**src/hw/sosi_map.svh**
```systemverilog
// register map, field layout, reset values and timing constants of the
// safety output start-up interlock; included by the design files and by the bench
`ifndef SOSI_MAP_SVH
`define SOSI_MAP_SVH

`define ADDR_W 8
`define ADDR_CTRL 8'h00
`define ADDR_CFG 8'h04
`define ADDR_RESP 8'h08
`define ADDR_ROUTE 8'h0C
`define ADDR_STATUS 8'h10
`define ADDR_IRQ_STAT 8'h14
`define ADDR_IRQ_MASK 8'h18

`define CTRL_RST 32'h0000_0004
`define CFG_RST 32'h0000_0000
`define RESP_RST 32'h0000_0064
`define ROUTE_RST 32'h0000_0039
`define MASK_RST 32'h0000_0000

`define CTRL_WMASK 32'h0000_003F
`define CFG_WMASK 32'h0000_FF07
`define RESP_WMASK 32'h0000_FFFF
`define ROUTE_WMASK 32'h0000_003F
`define MASK_WMASK 32'h0000_0007

`define CTRL_FOUR_BIT 0
`define CTRL_START_LSB 1
`define CTRL_PAIR_LSB 3
`define CFG_RES_LSB 0
`define CFG_SPEED_LSB 8
`define ROUTE_MSG_LSB 0
`define ROUTE_AUX_LSB 2
`define ROUTE_CIO_LSB 4

`define IRQ_W 3
`define IRQ_OFF 0
`define IRQ_ACCEPT 1
`define IRQ_REJECT 2

`define RESP_OKAY 2'h0
`define RESP_SLVERR 2'h2

`define RES_CODE_MAX 3'h5
`define RES_MM_0 8'h1E
`define RES_MM_1 8'h28
`define RES_MM_2 8'h32
`define RES_MM_3 8'h3C
`define RES_MM_4 8'h46
`define RES_MM_5 8'h96

`define CLK_MHZ 10
`define HOLD_MIN_US 120000
`define HOLD_MAX_US 4000000
`define HOLD_MIN_CYC (`HOLD_MIN_US * `CLK_MHZ)
`define HOLD_MAX_CYC (`HOLD_MAX_US * `CLK_MHZ)

`endif

```
**src/hw/sosi_pkg.sv**
```systemverilog
// types shared by the start-up interlock design files
// assumes nothing beyond a SystemVerilog compiler
`default_nettype none

package sosi_pkg;

  typedef enum logic [1:0] {
    auto_start_restart = 2'b00,
    start_interlock_auto = 2'b01,
    start_restart_interlock_mode = 2'b10
  } startup_e;

  typedef enum logic [1:0] {
    st_locked = 2'b00,
    st_run = 2'b01,
    st_off_viol = 2'b10
  } run_state_e;

  typedef enum logic [1:0] {
    sel_zero = 2'b00,
    sel_b_clear = 2'b01,
    sel_warn_a = 2'b10,
    sel_warn_b = 2'b11
  } route_sel_e;

endpackage : sosi_pkg

`default_nettype wire

```
**src/hw/press_timer.sv**
```systemverilog
// reset button hold-time qualifier: judges each press on its release
// assumes button_in is already synchronised to clk_in
`include "sosi_map.svh"
`default_nettype none

module press_timer #(
  parameter int unsigned MIN_CYC = `HOLD_MIN_CYC,
  parameter int unsigned MAX_CYC = `HOLD_MAX_CYC,
  parameter int unsigned W = $clog2(MAX_CYC + 2)
) (
  input wire logic clk_in,
  input wire logic sys_rst_in,
  input wire logic button_in,
  output logic press_ok_out,
  output logic press_bad_out
);

  typedef struct packed {
    logic [W-1:0] cnt;
    logic prev;
    logic ok;
    logic bad;
  } timer_s;

  timer_s cur_ff;
  timer_s nxt_ff;

  always_comb begin
    nxt_ff = cur_ff;
    nxt_ff.prev = button_in;
    nxt_ff.ok = 1'b0;
    nxt_ff.bad = 1'b0;
    if (button_in) begin
      // saturates one past the maximum so overlong presses stay overlong
      if (cur_ff.cnt <= W'(MAX_CYC)) begin
        nxt_ff.cnt = W'(cur_ff.cnt + W'(1));
      end
    end else begin
      if (cur_ff.prev) begin
        if (cur_ff.cnt >= W'(MIN_CYC) && cur_ff.cnt <= W'(MAX_CYC)) begin
          nxt_ff.ok = 1'b1;
        end else begin
          nxt_ff.bad = 1'b1;
        end
      end
      nxt_ff.cnt = '0;
    end
  end

  always_ff @(posedge clk_in) begin
    if (sys_rst_in) begin
      cur_ff <= '0;
    end else begin
      cur_ff <= nxt_ff;
    end
  end

  assign press_ok_out = cur_ff.ok;
  assign press_bad_out = cur_ff.bad;

  press_window_a: assert property (
    @(posedge clk_in) disable iff (sys_rst_in)
    (cur_ff.prev && !button_in && cur_ff.cnt >= W'(MIN_CYC) && cur_ff.cnt <= W'(MAX_CYC))
    |=> (press_ok_out && !press_bad_out))
    else $error("press inside hold window not accepted");

  press_ignored_a: assert property (
    @(posedge clk_in) disable iff (sys_rst_in)
    (cur_ff.prev && !button_in && (cur_ff.cnt < W'(MIN_CYC) || cur_ff.cnt > W'(MAX_CYC)))
    |=> (!press_ok_out && press_bad_out))
    else $error("press outside hold window not rejected");

endmodule : press_timer

`default_nettype wire

```
**src/hw/safety_output_startup_interlock.sv**
```systemverilog
// safety output start-up interlock: field violations to safety output pair
// and indication outputs, start-up modes, axi4-lite register slave
// assumes violation pins and button are asynchronous, one clock domain
// Function
// - single mode: pair A from one field pair
// - four field mode: two protective, two warning fields
// - one index selects both A and B pairs
// - protective A violation turns pair A off
// - protective B only drives B clear indication
// - warning A/B signals routed by configurable assignment
// - bank resolution: 30,40,50,60,70,150 mm
// - bank maximum vehicle speed setting
// - outputs off a fixed 3 edges after the pin; response time only reported
// - one start-up behaviour per bank, three choices
// - automatic mode: start and restart unaided
// - start interlock, then automatic restart
// - restart interlock holds off until reset
// - restart interlock always includes start interlock
// - start interlock released only by reset button
// - valid reset press held 0.12 s to 4 s
`include "sosi_map.svh"
`default_nettype none

module safety_output_startup_interlock #(
  parameter int unsigned PAIRS = 8,
  parameter int unsigned HOLD_MIN_CYC = `HOLD_MIN_CYC,
  parameter int unsigned HOLD_MAX_CYC = `HOLD_MAX_CYC
) (
  input wire logic clk_in,
  input wire logic sys_rst_in,
  input wire logic [`ADDR_W-1:0] s_axi_awaddr_in,
  input wire logic s_axi_awvalid_in,
  output logic s_axi_awready_out,
  input wire logic [31:0] s_axi_wdata_in,
  input wire logic [3:0] s_axi_wstrb_in,
  input wire logic s_axi_wvalid_in,
  output logic s_axi_wready_out,
  output logic [1:0] s_axi_bresp_out,
  output logic s_axi_bvalid_out,
  input wire logic s_axi_bready_in,
  input wire logic [`ADDR_W-1:0] s_axi_araddr_in,
  input wire logic s_axi_arvalid_in,
  output logic s_axi_arready_out,
  output logic [31:0] s_axi_rdata_out,
  output logic [1:0] s_axi_rresp_out,
  output logic s_axi_rvalid_out,
  input wire logic s_axi_rready_in,
  input wire logic [PAIRS-1:0] prot_a_viol_in,
  input wire logic [PAIRS-1:0] warn_a_viol_in,
  input wire logic [PAIRS-1:0] prot_b_viol_in,
  input wire logic [PAIRS-1:0] warn_b_viol_in,
  input wire logic supply_ok_in,
  input wire logic reset_button_in,
  output logic [1:0] safety_output_pair_a_out,
  output logic non_safe_message_output_out,
  output logic aux_output_one_out,
  output logic config_io_one_out,
  output logic [7:0] resolution_mm_out,
  output logic [7:0] vehicle_speed_out,
  output logic [15:0] response_time_out,
  output logic irq_out
);

  localparam int unsigned SW = 4 * PAIRS + 2;
  localparam int unsigned IW = (PAIRS > 1) ? $clog2(PAIRS) : 1;

  typedef struct packed {
    logic [SW-1:0] sync1;
    logic [SW-1:0] sync2;
    sosi_pkg::run_state_e state;
    logic [31:0] ctrl;
    logic [31:0] cfg;
    logic [31:0] resp;
    logic [31:0] route;
    logic [31:0] mask;
    logic [`IRQ_W-1:0] irq_stat;
    logic aw_held;
    logic [`ADDR_W-1:0] awaddr;
    logic w_held;
    logic [31:0] wdata;
    logic [3:0] wstrb;
    logic awready;
    logic wready;
    logic bvalid;
    logic [1:0] bresp;
    logic arready;
    logic rvalid;
    logic [31:0] rdata;
    logic [1:0] rresp;
    logic [1:0] safety;
    logic msg;
    logic aux;
    logic cio;
    logic [7:0] res_mm;
    logic irq;
  } state_s;

  state_s cur_ff;
  state_s nxt_ff;

  logic press_ok;
  logic press_bad;
  logic four_field;
  logic [IW-1:0] pair_idx;
  logic pa;
  logic wa;
  logic pb;
  logic wb;
  logic b_clear;
  logic supply;
  logic free;
  sosi_pkg::startup_e mode;
  logic [`IRQ_W-1:0] irq_ev;
  logic [`IRQ_W-1:0] irq_clr;
  logic [31:0] wr_val;

  function automatic logic [31:0] merge_bytes(input logic [31:0] old_val,
                                              input logic [31:0] new_val,
                                              input logic [3:0] strb);
    logic [31:0] res;
    res = old_val;
    for (int i = 0; i < 4; i++) begin
      if (strb[i]) begin
        res[8*i +: 8] = new_val[8*i +: 8];
      end
    end
    return res;
  endfunction : merge_bytes

  function automatic logic route_pick(input logic [1:0] sel, input logic bcl,
                                      input logic wav, input logic wbv);
    logic val;
    val = 1'b0;
    unique case (sosi_pkg::route_sel_e'(sel))
      sosi_pkg::sel_zero: val = 1'b0;
      sosi_pkg::sel_b_clear: val = bcl;
      sosi_pkg::sel_warn_a: val = wav;
      sosi_pkg::sel_warn_b: val = wbv;
    endcase
    return val;
  endfunction : route_pick

  function automatic logic [7:0] res_to_mm(input logic [2:0] code);
    logic [7:0] mm;
    mm = `RES_MM_5;
    case (code)
      3'h0: mm = `RES_MM_0;
      3'h1: mm = `RES_MM_1;
      3'h2: mm = `RES_MM_2;
      3'h3: mm = `RES_MM_3;
      3'h4: mm = `RES_MM_4;
      default: mm = `RES_MM_5;
    endcase
    return mm;
  endfunction : res_to_mm

  press_timer #(
    .MIN_CYC(HOLD_MIN_CYC),
    .MAX_CYC(HOLD_MAX_CYC)
  ) u_press (
    .clk_in(clk_in),
    .sys_rst_in(sys_rst_in),
    .button_in(cur_ff.sync2[SW-1]),
    .press_ok_out(press_ok),
    .press_bad_out(press_bad)
  );

  always_comb begin
    nxt_ff = cur_ff;
    irq_ev = '0;
    irq_clr = '0;
    wr_val = '0;
    nxt_ff.sync1 = {reset_button_in, supply_ok_in, warn_b_viol_in, prot_b_viol_in,
                    warn_a_viol_in, prot_a_viol_in};
    nxt_ff.sync2 = cur_ff.sync1;

    four_field = cur_ff.ctrl[`CTRL_FOUR_BIT];
    pair_idx = cur_ff.ctrl[`CTRL_PAIR_LSB +: IW];
    // one index picks the A and the B pair together
    pa = cur_ff.sync2[pair_idx];
    wa = cur_ff.sync2[PAIRS + pair_idx];
    // single mode evaluates pair A alone; B inputs are masked off
    pb = four_field & cur_ff.sync2[2*PAIRS + pair_idx];
    wb = four_field & cur_ff.sync2[3*PAIRS + pair_idx];
    b_clear = !pb;
    supply = cur_ff.sync2[SW-2];
    free = supply && !pa;
    // code 3 is undefined: fall back to the strictest behaviour
    if (cur_ff.ctrl[`CTRL_START_LSB +: 2] == 2'b11) begin
      mode = sosi_pkg::start_restart_interlock_mode;
    end else begin
      mode = sosi_pkg::startup_e'(cur_ff.ctrl[`CTRL_START_LSB +: 2]);
    end

    unique case (cur_ff.state)
      sosi_pkg::st_locked: begin
        // power-up and supply loss always land here
        if (free && mode == sosi_pkg::auto_start_restart) begin
          nxt_ff.state = sosi_pkg::st_run;
        end else if (free && press_ok) begin
          nxt_ff.state = sosi_pkg::st_run;
        end
      end
      sosi_pkg::st_run: begin
        if (!supply) begin
          nxt_ff.state = sosi_pkg::st_locked;
        end else if (pa) begin
          if (mode == sosi_pkg::start_restart_interlock_mode) begin
            // the restart lock reuses the start lock state
            nxt_ff.state = sosi_pkg::st_locked;
          end else begin
            nxt_ff.state = sosi_pkg::st_off_viol;
          end
        end
      end
      sosi_pkg::st_off_viol: begin
        if (!supply || mode == sosi_pkg::start_restart_interlock_mode) begin
          nxt_ff.state = sosi_pkg::st_locked;
        end else if (!pa) begin
          nxt_ff.state = sosi_pkg::st_run;
        end
      end
      default: nxt_ff.state = sosi_pkg::st_locked;
    endcase

    // off follows the violation by the sync stages plus one edge
    nxt_ff.safety = {2{nxt_ff.state == sosi_pkg::st_run}};
    nxt_ff.msg = route_pick(cur_ff.route[`ROUTE_MSG_LSB +: 2], b_clear, wa, wb);
    nxt_ff.aux = route_pick(cur_ff.route[`ROUTE_AUX_LSB +: 2], b_clear, wa, wb);
    nxt_ff.cio = route_pick(cur_ff.route[`ROUTE_CIO_LSB +: 2], b_clear, wa, wb);

    irq_ev[`IRQ_OFF] = cur_ff.state == sosi_pkg::st_run && nxt_ff.state != sosi_pkg::st_run;
    irq_ev[`IRQ_ACCEPT] = press_ok && cur_ff.state == sosi_pkg::st_locked &&
                          nxt_ff.state == sosi_pkg::st_run;
    // a press during a violation counts as rejected
    irq_ev[`IRQ_REJECT] = press_bad || (press_ok && !irq_ev[`IRQ_ACCEPT]);

    if (s_axi_awvalid_in && cur_ff.awready) begin
      nxt_ff.aw_held = 1'b1;
      nxt_ff.awaddr = s_axi_awaddr_in;
    end
    if (s_axi_wvalid_in && cur_ff.wready) begin
      nxt_ff.w_held = 1'b1;
      nxt_ff.wdata = s_axi_wdata_in;
      nxt_ff.wstrb = s_axi_wstrb_in;
    end
    if (cur_ff.bvalid && s_axi_bready_in) begin
      nxt_ff.bvalid = 1'b0;
    end
    if (cur_ff.aw_held && cur_ff.w_held && !cur_ff.bvalid) begin
      nxt_ff.aw_held = 1'b0;
      nxt_ff.w_held = 1'b0;
      nxt_ff.bvalid = 1'b1;
      nxt_ff.bresp = `RESP_OKAY;
      case (cur_ff.awaddr)
        `ADDR_CTRL: begin
          nxt_ff.ctrl = merge_bytes(cur_ff.ctrl, cur_ff.wdata, cur_ff.wstrb) & `CTRL_WMASK;
        end
        `ADDR_CFG: begin
          wr_val = merge_bytes(cur_ff.cfg, cur_ff.wdata, cur_ff.wstrb) & `CFG_WMASK;
          // undefined resolution codes keep the previous resolution
          if (wr_val[`CFG_RES_LSB +: 3] > `RES_CODE_MAX) begin
            wr_val[`CFG_RES_LSB +: 3] = cur_ff.cfg[`CFG_RES_LSB +: 3];
          end
          nxt_ff.cfg = wr_val;
        end
        `ADDR_RESP: begin
          nxt_ff.resp = merge_bytes(cur_ff.resp, cur_ff.wdata, cur_ff.wstrb) & `RESP_WMASK;
        end
        `ADDR_ROUTE: begin
          nxt_ff.route = merge_bytes(cur_ff.route, cur_ff.wdata, cur_ff.wstrb) & `ROUTE_WMASK;
        end
        `ADDR_IRQ_MASK: begin
          nxt_ff.mask = merge_bytes(cur_ff.mask, cur_ff.wdata, cur_ff.wstrb) & `MASK_WMASK;
        end
        `ADDR_STATUS, `ADDR_IRQ_STAT: nxt_ff.bresp = `RESP_OKAY;
        default: nxt_ff.bresp = `RESP_SLVERR;
      endcase
    end
    nxt_ff.awready = !nxt_ff.aw_held;
    nxt_ff.wready = !nxt_ff.w_held;

    if (cur_ff.rvalid && s_axi_rready_in) begin
      nxt_ff.rvalid = 1'b0;
    end
    if (s_axi_arvalid_in && cur_ff.arready) begin
      nxt_ff.rvalid = 1'b1;
      nxt_ff.rresp = `RESP_OKAY;
      case (s_axi_araddr_in)
        `ADDR_CTRL: nxt_ff.rdata = cur_ff.ctrl;
        `ADDR_CFG: nxt_ff.rdata = cur_ff.cfg;
        `ADDR_RESP: nxt_ff.rdata = cur_ff.resp;
        `ADDR_ROUTE: nxt_ff.rdata = cur_ff.route;
        `ADDR_STATUS: begin
          nxt_ff.rdata = {24'h00_0000, supply, wb, wa, pb, pa, cur_ff.state,
                          cur_ff.safety[0]};
        end
        `ADDR_IRQ_STAT: begin
          nxt_ff.rdata = {{(32-`IRQ_W){1'b0}}, cur_ff.irq_stat};
          irq_clr = '1;
        end
        `ADDR_IRQ_MASK: nxt_ff.rdata = cur_ff.mask;
        default: begin
          nxt_ff.rdata = 32'h0000_0000;
          nxt_ff.rresp = `RESP_SLVERR;
        end
      endcase
    end
    nxt_ff.arready = !nxt_ff.rvalid;

    // an event in the clearing read's cycle survives the clear
    nxt_ff.irq_stat = (cur_ff.irq_stat & ~irq_clr) | irq_ev;
    nxt_ff.irq = |(nxt_ff.irq_stat & nxt_ff.mask[`IRQ_W-1:0]);
    nxt_ff.res_mm = res_to_mm(nxt_ff.cfg[`CFG_RES_LSB +: 3]);
  end

  always_ff @(posedge clk_in) begin
    if (sys_rst_in) begin
      cur_ff <= '0;
      cur_ff.ctrl <= `CTRL_RST;
      cur_ff.cfg <= `CFG_RST;
      cur_ff.resp <= `RESP_RST;
      cur_ff.route <= `ROUTE_RST;
      cur_ff.mask <= `MASK_RST;
      cur_ff.res_mm <= `RES_MM_0;
    end else begin
      cur_ff <= nxt_ff;
    end
  end

  assign s_axi_awready_out = cur_ff.awready;
  assign s_axi_wready_out = cur_ff.wready;
  assign s_axi_bvalid_out = cur_ff.bvalid;
  assign s_axi_bresp_out = cur_ff.bresp;
  assign s_axi_arready_out = cur_ff.arready;
  assign s_axi_rvalid_out = cur_ff.rvalid;
  assign s_axi_rdata_out = cur_ff.rdata;
  assign s_axi_rresp_out = cur_ff.rresp;
  assign safety_output_pair_a_out = cur_ff.safety;
  assign non_safe_message_output_out = cur_ff.msg;
  assign aux_output_one_out = cur_ff.aux;
  assign config_io_one_out = cur_ff.cio;
  assign resolution_mm_out = cur_ff.res_mm;
  assign vehicle_speed_out = cur_ff.cfg[`CFG_SPEED_LSB +: 8];
  assign response_time_out = cur_ff.resp[15:0];
  assign irq_out = cur_ff.irq;

  viol_a_off_a: assert property (
    @(posedge clk_in) disable iff (sys_rst_in)
    pa |=> (safety_output_pair_a_out == 2'b00))
    else $error("pair A not off after protective A violation");

  off_in_time_a: assert property (
    @(posedge clk_in) disable iff (sys_rst_in)
    $rose(cur_ff.sync2[pair_idx]) && $stable(pair_idx) |=> !safety_output_pair_a_out[0])
    else $error("pair A switched off late");

  b_isolated_a: assert property (
    @(posedge clk_in) disable iff (sys_rst_in)
    (cur_ff.state == sosi_pkg::st_run && !pa && supply) |=> (cur_ff.state == sosi_pkg::st_run))
    else $error("run state left without A violation or supply loss");

  restart_relock_a: assert property (
    @(posedge clk_in) disable iff (sys_rst_in)
    (mode == sosi_pkg::start_restart_interlock_mode && cur_ff.state == sosi_pkg::st_run && pa)
    |=> (cur_ff.state == sosi_pkg::st_locked && safety_output_pair_a_out == 2'b00))
    else $error("restart interlock not engaged");

  auto_restart_a: assert property (
    @(posedge clk_in) disable iff (sys_rst_in)
    (mode == sosi_pkg::start_interlock_auto && cur_ff.state == sosi_pkg::st_off_viol &&
     !pa && supply) |=> (cur_ff.state == sosi_pkg::st_run))
    else $error("automatic restart missed");

  start_locked_a: assert property (
    @(posedge clk_in) disable iff (sys_rst_in)
    (mode != sosi_pkg::auto_start_restart && cur_ff.state == sosi_pkg::st_locked && !press_ok)
    |=> (cur_ff.state != sosi_pkg::st_run))
    else $error("start interlock released without reset press");

  reset_in_viol_a: assert property (
    @(posedge clk_in) disable iff (sys_rst_in)
    (press_ok && pa) |=> !safety_output_pair_a_out[0])
    else $error("reset accepted during violation");

  auto_start_a: assert property (
    @(posedge clk_in) disable iff (sys_rst_in)
    (mode == sosi_pkg::auto_start_restart && cur_ff.state == sosi_pkg::st_locked && free)
    |=> (cur_ff.state == sosi_pkg::st_run && safety_output_pair_a_out == 2'b11))
    else $error("automatic start missed");

  single_mode_a: assert property (
    @(posedge clk_in) disable iff (sys_rst_in)
    (!four_field && cur_ff.route[`ROUTE_AUX_LSB +: 2] == 2'b11) |=> !aux_output_one_out)
    else $error("B warning passed in single mode");

  irq_level_a: assert property (
    @(posedge clk_in) disable iff (sys_rst_in)
    irq_out == |(cur_ff.irq_stat & cur_ff.mask[`IRQ_W-1:0]))
    else $error("interrupt level disagrees with status and mask");

endmodule : safety_output_startup_interlock

`default_nettype wire

```
**config.mk**
```make
export PLATFORM = sky130hd
export DESIGN_NAME = safety_output_startup_interlock
export DESIGN_NICKNAME = d
export VERILOG_FILES = /design/src/hw/sosi_pkg.sv /design/src/hw/press_timer.sv /design/src/hw/safety_output_startup_interlock.sv
export VERILOG_INCLUDE_DIRS = /design/src /design/src/hw
export SDC_FILE = /design/constraint.sdc
export NUM_CORES = 1
export LEC_CHECK = 0
export ABC_AREA = 1
export BUFFER_PORTS_ARGS = -buffer_cell sky130_fd_sc_hd__buf_2
export CAP_MARGIN = 10
export CORE_MARGIN = 3
export CORE_UTILIZATION = 40
export CTS_BUF_LIST = sky130_fd_sc_hd__clkbuf_4
export DETAILED_ROUTE_END_ITERATION = 10
export PLACE_DENSITY_LB_ADDON = 0.05
export SLEW_MARGIN = 20
export SYNTH_ARGS = -nofsm -noshare
export SYNTH_HDL_FRONTEND = slang
export SYNTH_SLANG_ARGS = --single-unit
```
**constraint.sdc**
```tcl
create_clock -name clk_in -period 2.33 [get_ports clk_in]
set_input_delay 0.3495 -clock clk_in [delete_from_list [all_inputs] [get_ports clk_in]]
set_output_delay 0.3495 -clock clk_in [all_outputs]
set_load 0.02 [all_outputs]
```
# Word level (Yosys, flattened, before mapping)
# Index checks and enable logic that the tools add are counted.
word_totals:
  register_bits: 244
  latch_bits: 0
  mem_bits_rw: 0
  mem_bits_ro: 0
  in_bits: 93
  output_inout_bits: 79
  wordCells: 177
  mem_count: 0
op_classes:
  n_addsub: 4
  n_mul: 0
  n_div: 0
  order_cmp: 7
  eq_ne: 31
  shift: 0
  muxes: 49
  bitwise: 8
  reduce_logical: 44
op_table:
  columns: ["cell", "n"]
  rows:
  - ["16-bit case mux with 7 select lines", 1]
  - ["99-bit two-way mux", 1]
  - ["8-bit by 5-bit == test with 1-bit output, second input constant", 6]
  - ["8-bit case mux with 5 select lines", 1]
  - ["37-bit two-way mux", 1]
  - ["35-bit two-way mux", 1]
  - ["8-bit by 4-bit == test with 1-bit output, second input constant", 4]
  - ["3-bit two-way mux", 10]
  - ["26-bit by 1-bit adder with 26-bit output, second input constant", 1]
  - ["26-bit by 21-bit greater-or-equal comparator with 1-bit output, second input constant", 1]
  - ["26-bit less-or-equal comparator, second input constant", 1]
  - ["2-bit two-way mux", 10]
  - ["1-bit binary-select mux with 6-bit select", 3]
  - ["2-bit == test, second input constant", 9]
  - ["8-bit by 3-bit == test with 1-bit output, second input constant", 2]
  - ["8-bit logical NOT", 2]
  - ["16-bit two-way mux", 1]
  - ["8-bit two-way mux", 2]
  - ["1-bit logical AND", 15]
  - ["3-bit AND reduction", 5]
  - ["6-bit by 7-bit less-than comparator with 1-bit output, second input constant", 2]
  - ["7-bit OR reduction", 2]
  - ["5-bit by 3-bit adder with 6-bit output, first input constant", 2]
  - ["6-bit two-way mux", 2]
  - ["26 further kinds", 58]

# Logic depth before layout (Yosys ltp)
depth:
  depth_word: 16
  depth_mapped: 12
  depth_no_buf: 11

# Hierarchy
# From an unflattened synthesis, not the netlist that was laid out.
unflattened:
  hier_cells: 1369
  hier_area_um2: 9465.3
modules_own_cells:
  columns: ["mod", "n_inst", "cells_each", "area_per_inst_um2", "seq_area_each_um2"]
  rows:
  - ["safety_output_startup_interlock", 1, 1012, 7414.6, 3563.4]
  - ["press_timer", 1, 357, 2050.7, 580.6]

# Least setup slack after synthesis
# OpenSTA, ideal clock, no wires.
synth_path:
  kind: "flip-flop to flip-flop"
  start: "register u_press.cur_ff[3] (netlist bit)"
  end: "register u_press.cur_ff[10] (netlist bit)"
  arrival_ns: 1.425
  setup_slack_ns: 0.773
  path_stages_with_launch: 11
  n_path_buf: 1
  synth_period_minus_slack_ns: 1.557
  path_cell_list: "dfxtp_1 > inv_1 > ha_1 > nand2_1 > nor2_1 > nand3_1 > nor2_1 > nand4_2 > clkbuf_1 > nand3_1 > a21oi_1"
synth_via:
  elab_chain_len: 1
  word_cells_on_any_way: 2
  classes_between: "add/sub (1); order compare (1)"
synth_rtl:
  columns: ["element", "line_no", "rtl"]
  rows:
  - ["from (decl)", "press_timer.sv:25", "timer_s cur_ff;"]
  - ["from (signal assigned)", "press_timer.sv:54", "cur_ff <= nxt_ff;"]
  - ["26-bit by 1-bit adder with 26-bit output / 26-bit less-or-equal comparator (equally long branches)", "press_timer.sv:36, press_timer.sv:35", null]
# Parallel ways exist; a longest one is shown, timed or not.
# A chain may end at the register's enable or synchronous reset.

# Worst setup path in the final report
layout_path:
  start: "register u_press.cur_ff[3] (netlist bit)"
  end: "register u_press.cur_ff[19] (netlist bit)"
# The elaborated chain is that of the path after synthesis.

==> flow_summary.json <==
{
  "setup_viol": 0,
  "pre_cts_slack_ns": 0.4411,
  "drv_slew": 0,
  "holdPathEnd": "cur_ff[64]$_SDFFE_PP0P_",
  "ir_worst_vdd_mv": 0.3064,
  "top_layer_used": "met4",
  "final_common_cell": "nand2_1",
  "clk_pin_slew_ns": 0.06,
  "rsz0062_at_grt": "no",
  "routed_wirelength_um": 23790,
  "crit_chain": "ha_1 > nand2_1 > nor2_1 > nand2_1 > nor2_1 > xor2_1 > nand2_1 > a21oi_1",
  "syn_inst": 1313,
  "globalplace.congestion": 0.8548,
  "r2r_start": "u_press.cur_ff[3]$_SDFFE_PP0P_",
  "start_kind": "register",
  "hpwlAfterDp_um": 16590,
  "wl_met2_um": 10520,
  "power.switching_uw": 1794,
  "cp.depth": 8,
  "critPathBufInv": 0,
  "htreeDepth": 2,
  "cts_tree": "yes",
  "endpoint_kind": "register",
  "swShare": 0.2460,
  "cts_buffer_depth": 3,
  "critPathRequiredTime_ns": 2.89,
  "die_w_um": 157.8,
  "ff_latch_area_sq_mm": 0.004144,
  "synth_seq_cells": 207,
  "final-hold-violation-count": 0,
  "setup_tns_ns": 0,
  "hold_path_class": "in -> reg",
  "synth_area_per_cell_sq_um": 7.024,
  "cpMostUsedCell": "nand2_1",
  "multi_input_area_sq_mm": 0.003709,
  "cts_buffers": 55,
  "numPortBuffers": 134,
  "ys_warn_count": 0,
  "first_pass_iters": 7,
  "worst_pin_slew_ns": 0.8019,
  "crit_arrival_ns": 2.37,
  "p_per_area_mw_per_mm2": 661.9,
  "final_cell_mix": "247 x nand2_1, 223 x nor2_1, 207 x dfxtp_1",
  "status": "completed",
  "hold_path_startpoint": "s_axi_wdata_in[5]",
  "cp-startpoint": "u_press.cur_ff[3]$_SDFFE_PP0P_",
  "slew_headroom": 0.4654,
  "setup_ws_ns": 0.5203,
  "worstHoldPathCells": 3,
  "final_layout_size_suffix_gt1_frac": 0.1673,
  "die_area_sq_mm": 0.02492,
  "num-nets-final": 1582,
  "core_sq_mm": 0.02223,
  "wl_met1_um": 11240,
  "clkLatencyLatePin_ns": 0.69,
  "yosysUniqueCellTypes": 35,
  "finClkSkew_ns": 0.06326,
  "routed-via-count": 8339,
  "fmax_ghz": 0.5526,
  "timing_worst_setup_path_type": "reg -> reg",
  "critical_path.slowest_cell": "dfxtp_1",
  "grt_overflow": 0,
  "worstRegToRegCells": 8,
  "grt_pass1_vias": 7823,
  "yosysSeqAreaShare": 0.4493,
  "wl_met3_um": 1460,
  "drt_iter0_drc": 462,
  "viasPerCell": 4.620,
  "final_cells": 1805,
  "power_frac_comb": 0.069,
  "area_growth_pct": 19.44,
  "internal-power_uw": 5498,
  "nFillCells": 2359,
  "period_share": 0.7767,
  "ff2ff_setup_slack_ns": 0.52,
  "grt_use_total": 0.1898,
  "root_buffer": "clkbuf_4",
  "ant_nets": 0,
  "slowest_delay_ns": 0.41,
  "r2r-end": "u_press.cur_ff[19]$_SDFFE_PP0P_",
  "num_io_pins": 172,
  "placed_cells": 1648,
  "final.min_clock_period_ns": 1.810,
  "row_count": 54,
  "chipHeight_um": 157.8,
  "antenna_found_initial": 1,
  "drc": 0,
  "seqPwrFrac": 0.507,
  "path_max_fanout": 5,
  "initial_core_util": 0.4149,
  "p_leak_uw": 0.004982,
  "grt_pass1_wl_um": 38230,
  "cp_top_family": "simple AND/OR/NAND/NOR gates",
  "netlist_area_sq_mm": 0.009223,
  "wl_per_cell_um": 13.18,
  "clkPwrFrac": 0.424,
  "grt_max_degree": 81,
  "final_core_util": 0.4956,
  "hold-worst-slack_ns": 0.03915,
  "clock-sinks": 207,
  "postCtsResizedCells": 0,
  "drv_cap": 0
}
[cell usage after synthesis (all sizes together)]
cell | n | area [sq um]
nor2 | 231 | 897.1
o311ai | 1 | 8.760
a311oi | 1 | 8.760
nand2 | 248 | 938.4
o21ai | 70 | 350.3
o211ai | 8 | 60.06
o22ai | 8 | 50.05
ha | 2 | 25.02
xor2 | 15 | 131.4
inv | 186 | 698.2
nand3b | 3 | 22.52
buf | 84 | 619.3
nand3 | 101 | 515.5
nand4 | 11 | 75.07
xnor2 | 4 | 35.03
clkinv | 4 | 15.01
a211oi | 2 | 15.01
conb | 1 | 3.750
nor3b | 1 | 12.51
dfxtp | 207 | 4144
nor4 | 1 | 6.260
clkbuf | 28 | 105.1
nor3 | 8 | 45.04
a21oi | 88 | 440.4
[sequential cells by signal, indices dropped and copies added, names as in the netlist, 7 cells and up]
signal,cells
cur_ff,119
resolution_mm_out,7
response_time_out,16
s_axi_rdata_out,16
u_press.cur_ff,27
vehicle_speed_out,8
[power groups by stage]
| stage | logic, uW | registers [uW] | clock network [uW] |
|---|---|---|---|
| after global routing | 577 | 3710 | 3420 |
| after floorplan | 296 | 3760 | 0 |
| after CTS | 510 | 3690 | 3220 |
| after detailed placement | 430 | 3770 | 0 |
| final | 506 | 3700 | 3090 |
| after global placement | 427 | 3770 | 0 |
[tightest hold or removal path: stages]
cell and delay [ns]:
buf_2 0.07, o21ai_0 0.12, a21oi_1 0.13
[layer usage]
metal,global-route usage,vias to the layer above
met2,0.3035,227
met4,0.06777,0
met3,0.04265,44
li1,-,4379
met1,0.2527,3689
met5,0,-
[area by class of cell]
| type | count | area share |
|---|---|---|
| clock buffers | 85 | 0.05793 |
| flip-flops and latches | 207 | 0.3762 |
| inverters | 190 | 0.06474 |
| multi-input cells | 822 | 0.3367 |
| well taps | 280 | 0.03180 |
| clock inverters | 9 | 0.003635 |
| diodes | 1 | 0.0002272 |
| repair buffers | 211 | 0.1288 |
[kinds of logic (layout without fill, tap and decap cells)]
logic type / count (synthesis) / after routing / synth area share
XOR/XNOR: 19 / 19 / 0.01804
other: 1 / 20 / 0.0004066
flip-flops: 207 / 207 / 0.4493
AO/OA/AOI/OAI: 178 / 178 / 0.1012
buffers and inverters: 302 / 495 / 0.1559
adder cells (fa/ha/maj): 2 / 2 / 0.002713
AND/OR/NAND/NOR: 604 / 604 / 0.2724
[per-stage QoR]
stage | power [uW] | area, sq um
after floorplan | 4061 | 9290
after global placement | 4199 | 9714
after detailed placement | 4204 | 9714
after CTS | 7424 | 11010
after global routing | 7698 | 11020
final | 7292 | 11020
[worst max path at each step]
stage / slack, ns / endpoint
2_1_floorplan: 0.77 / u_press.cur_ff[10]$_SDFFE_PP0P_
5_1_grt: 0.26 / u_press.cur_ff[28]$_SDFFE_PP0P_
4_1_cts: 0.48 / u_press.cur_ff[19]$_SDFFE_PP0P_
3_3_place_gp: 0.45 / s_axi_rdata_out[5]$_SDFFE_PP0P_
6_report: 0.52 / u_press.cur_ff[19]$_SDFFE_PP0P_
3_5_place_dp: 0.44 / s_axi_rdata_out[5]$_SDFFE_PP0P_
[what timing repair did]
action,in CTS,in global routing
hold endpoints to repair,63,0
setup buffers,0,0
hold buffers,62,0
Power figures use the tool's default switching activity.
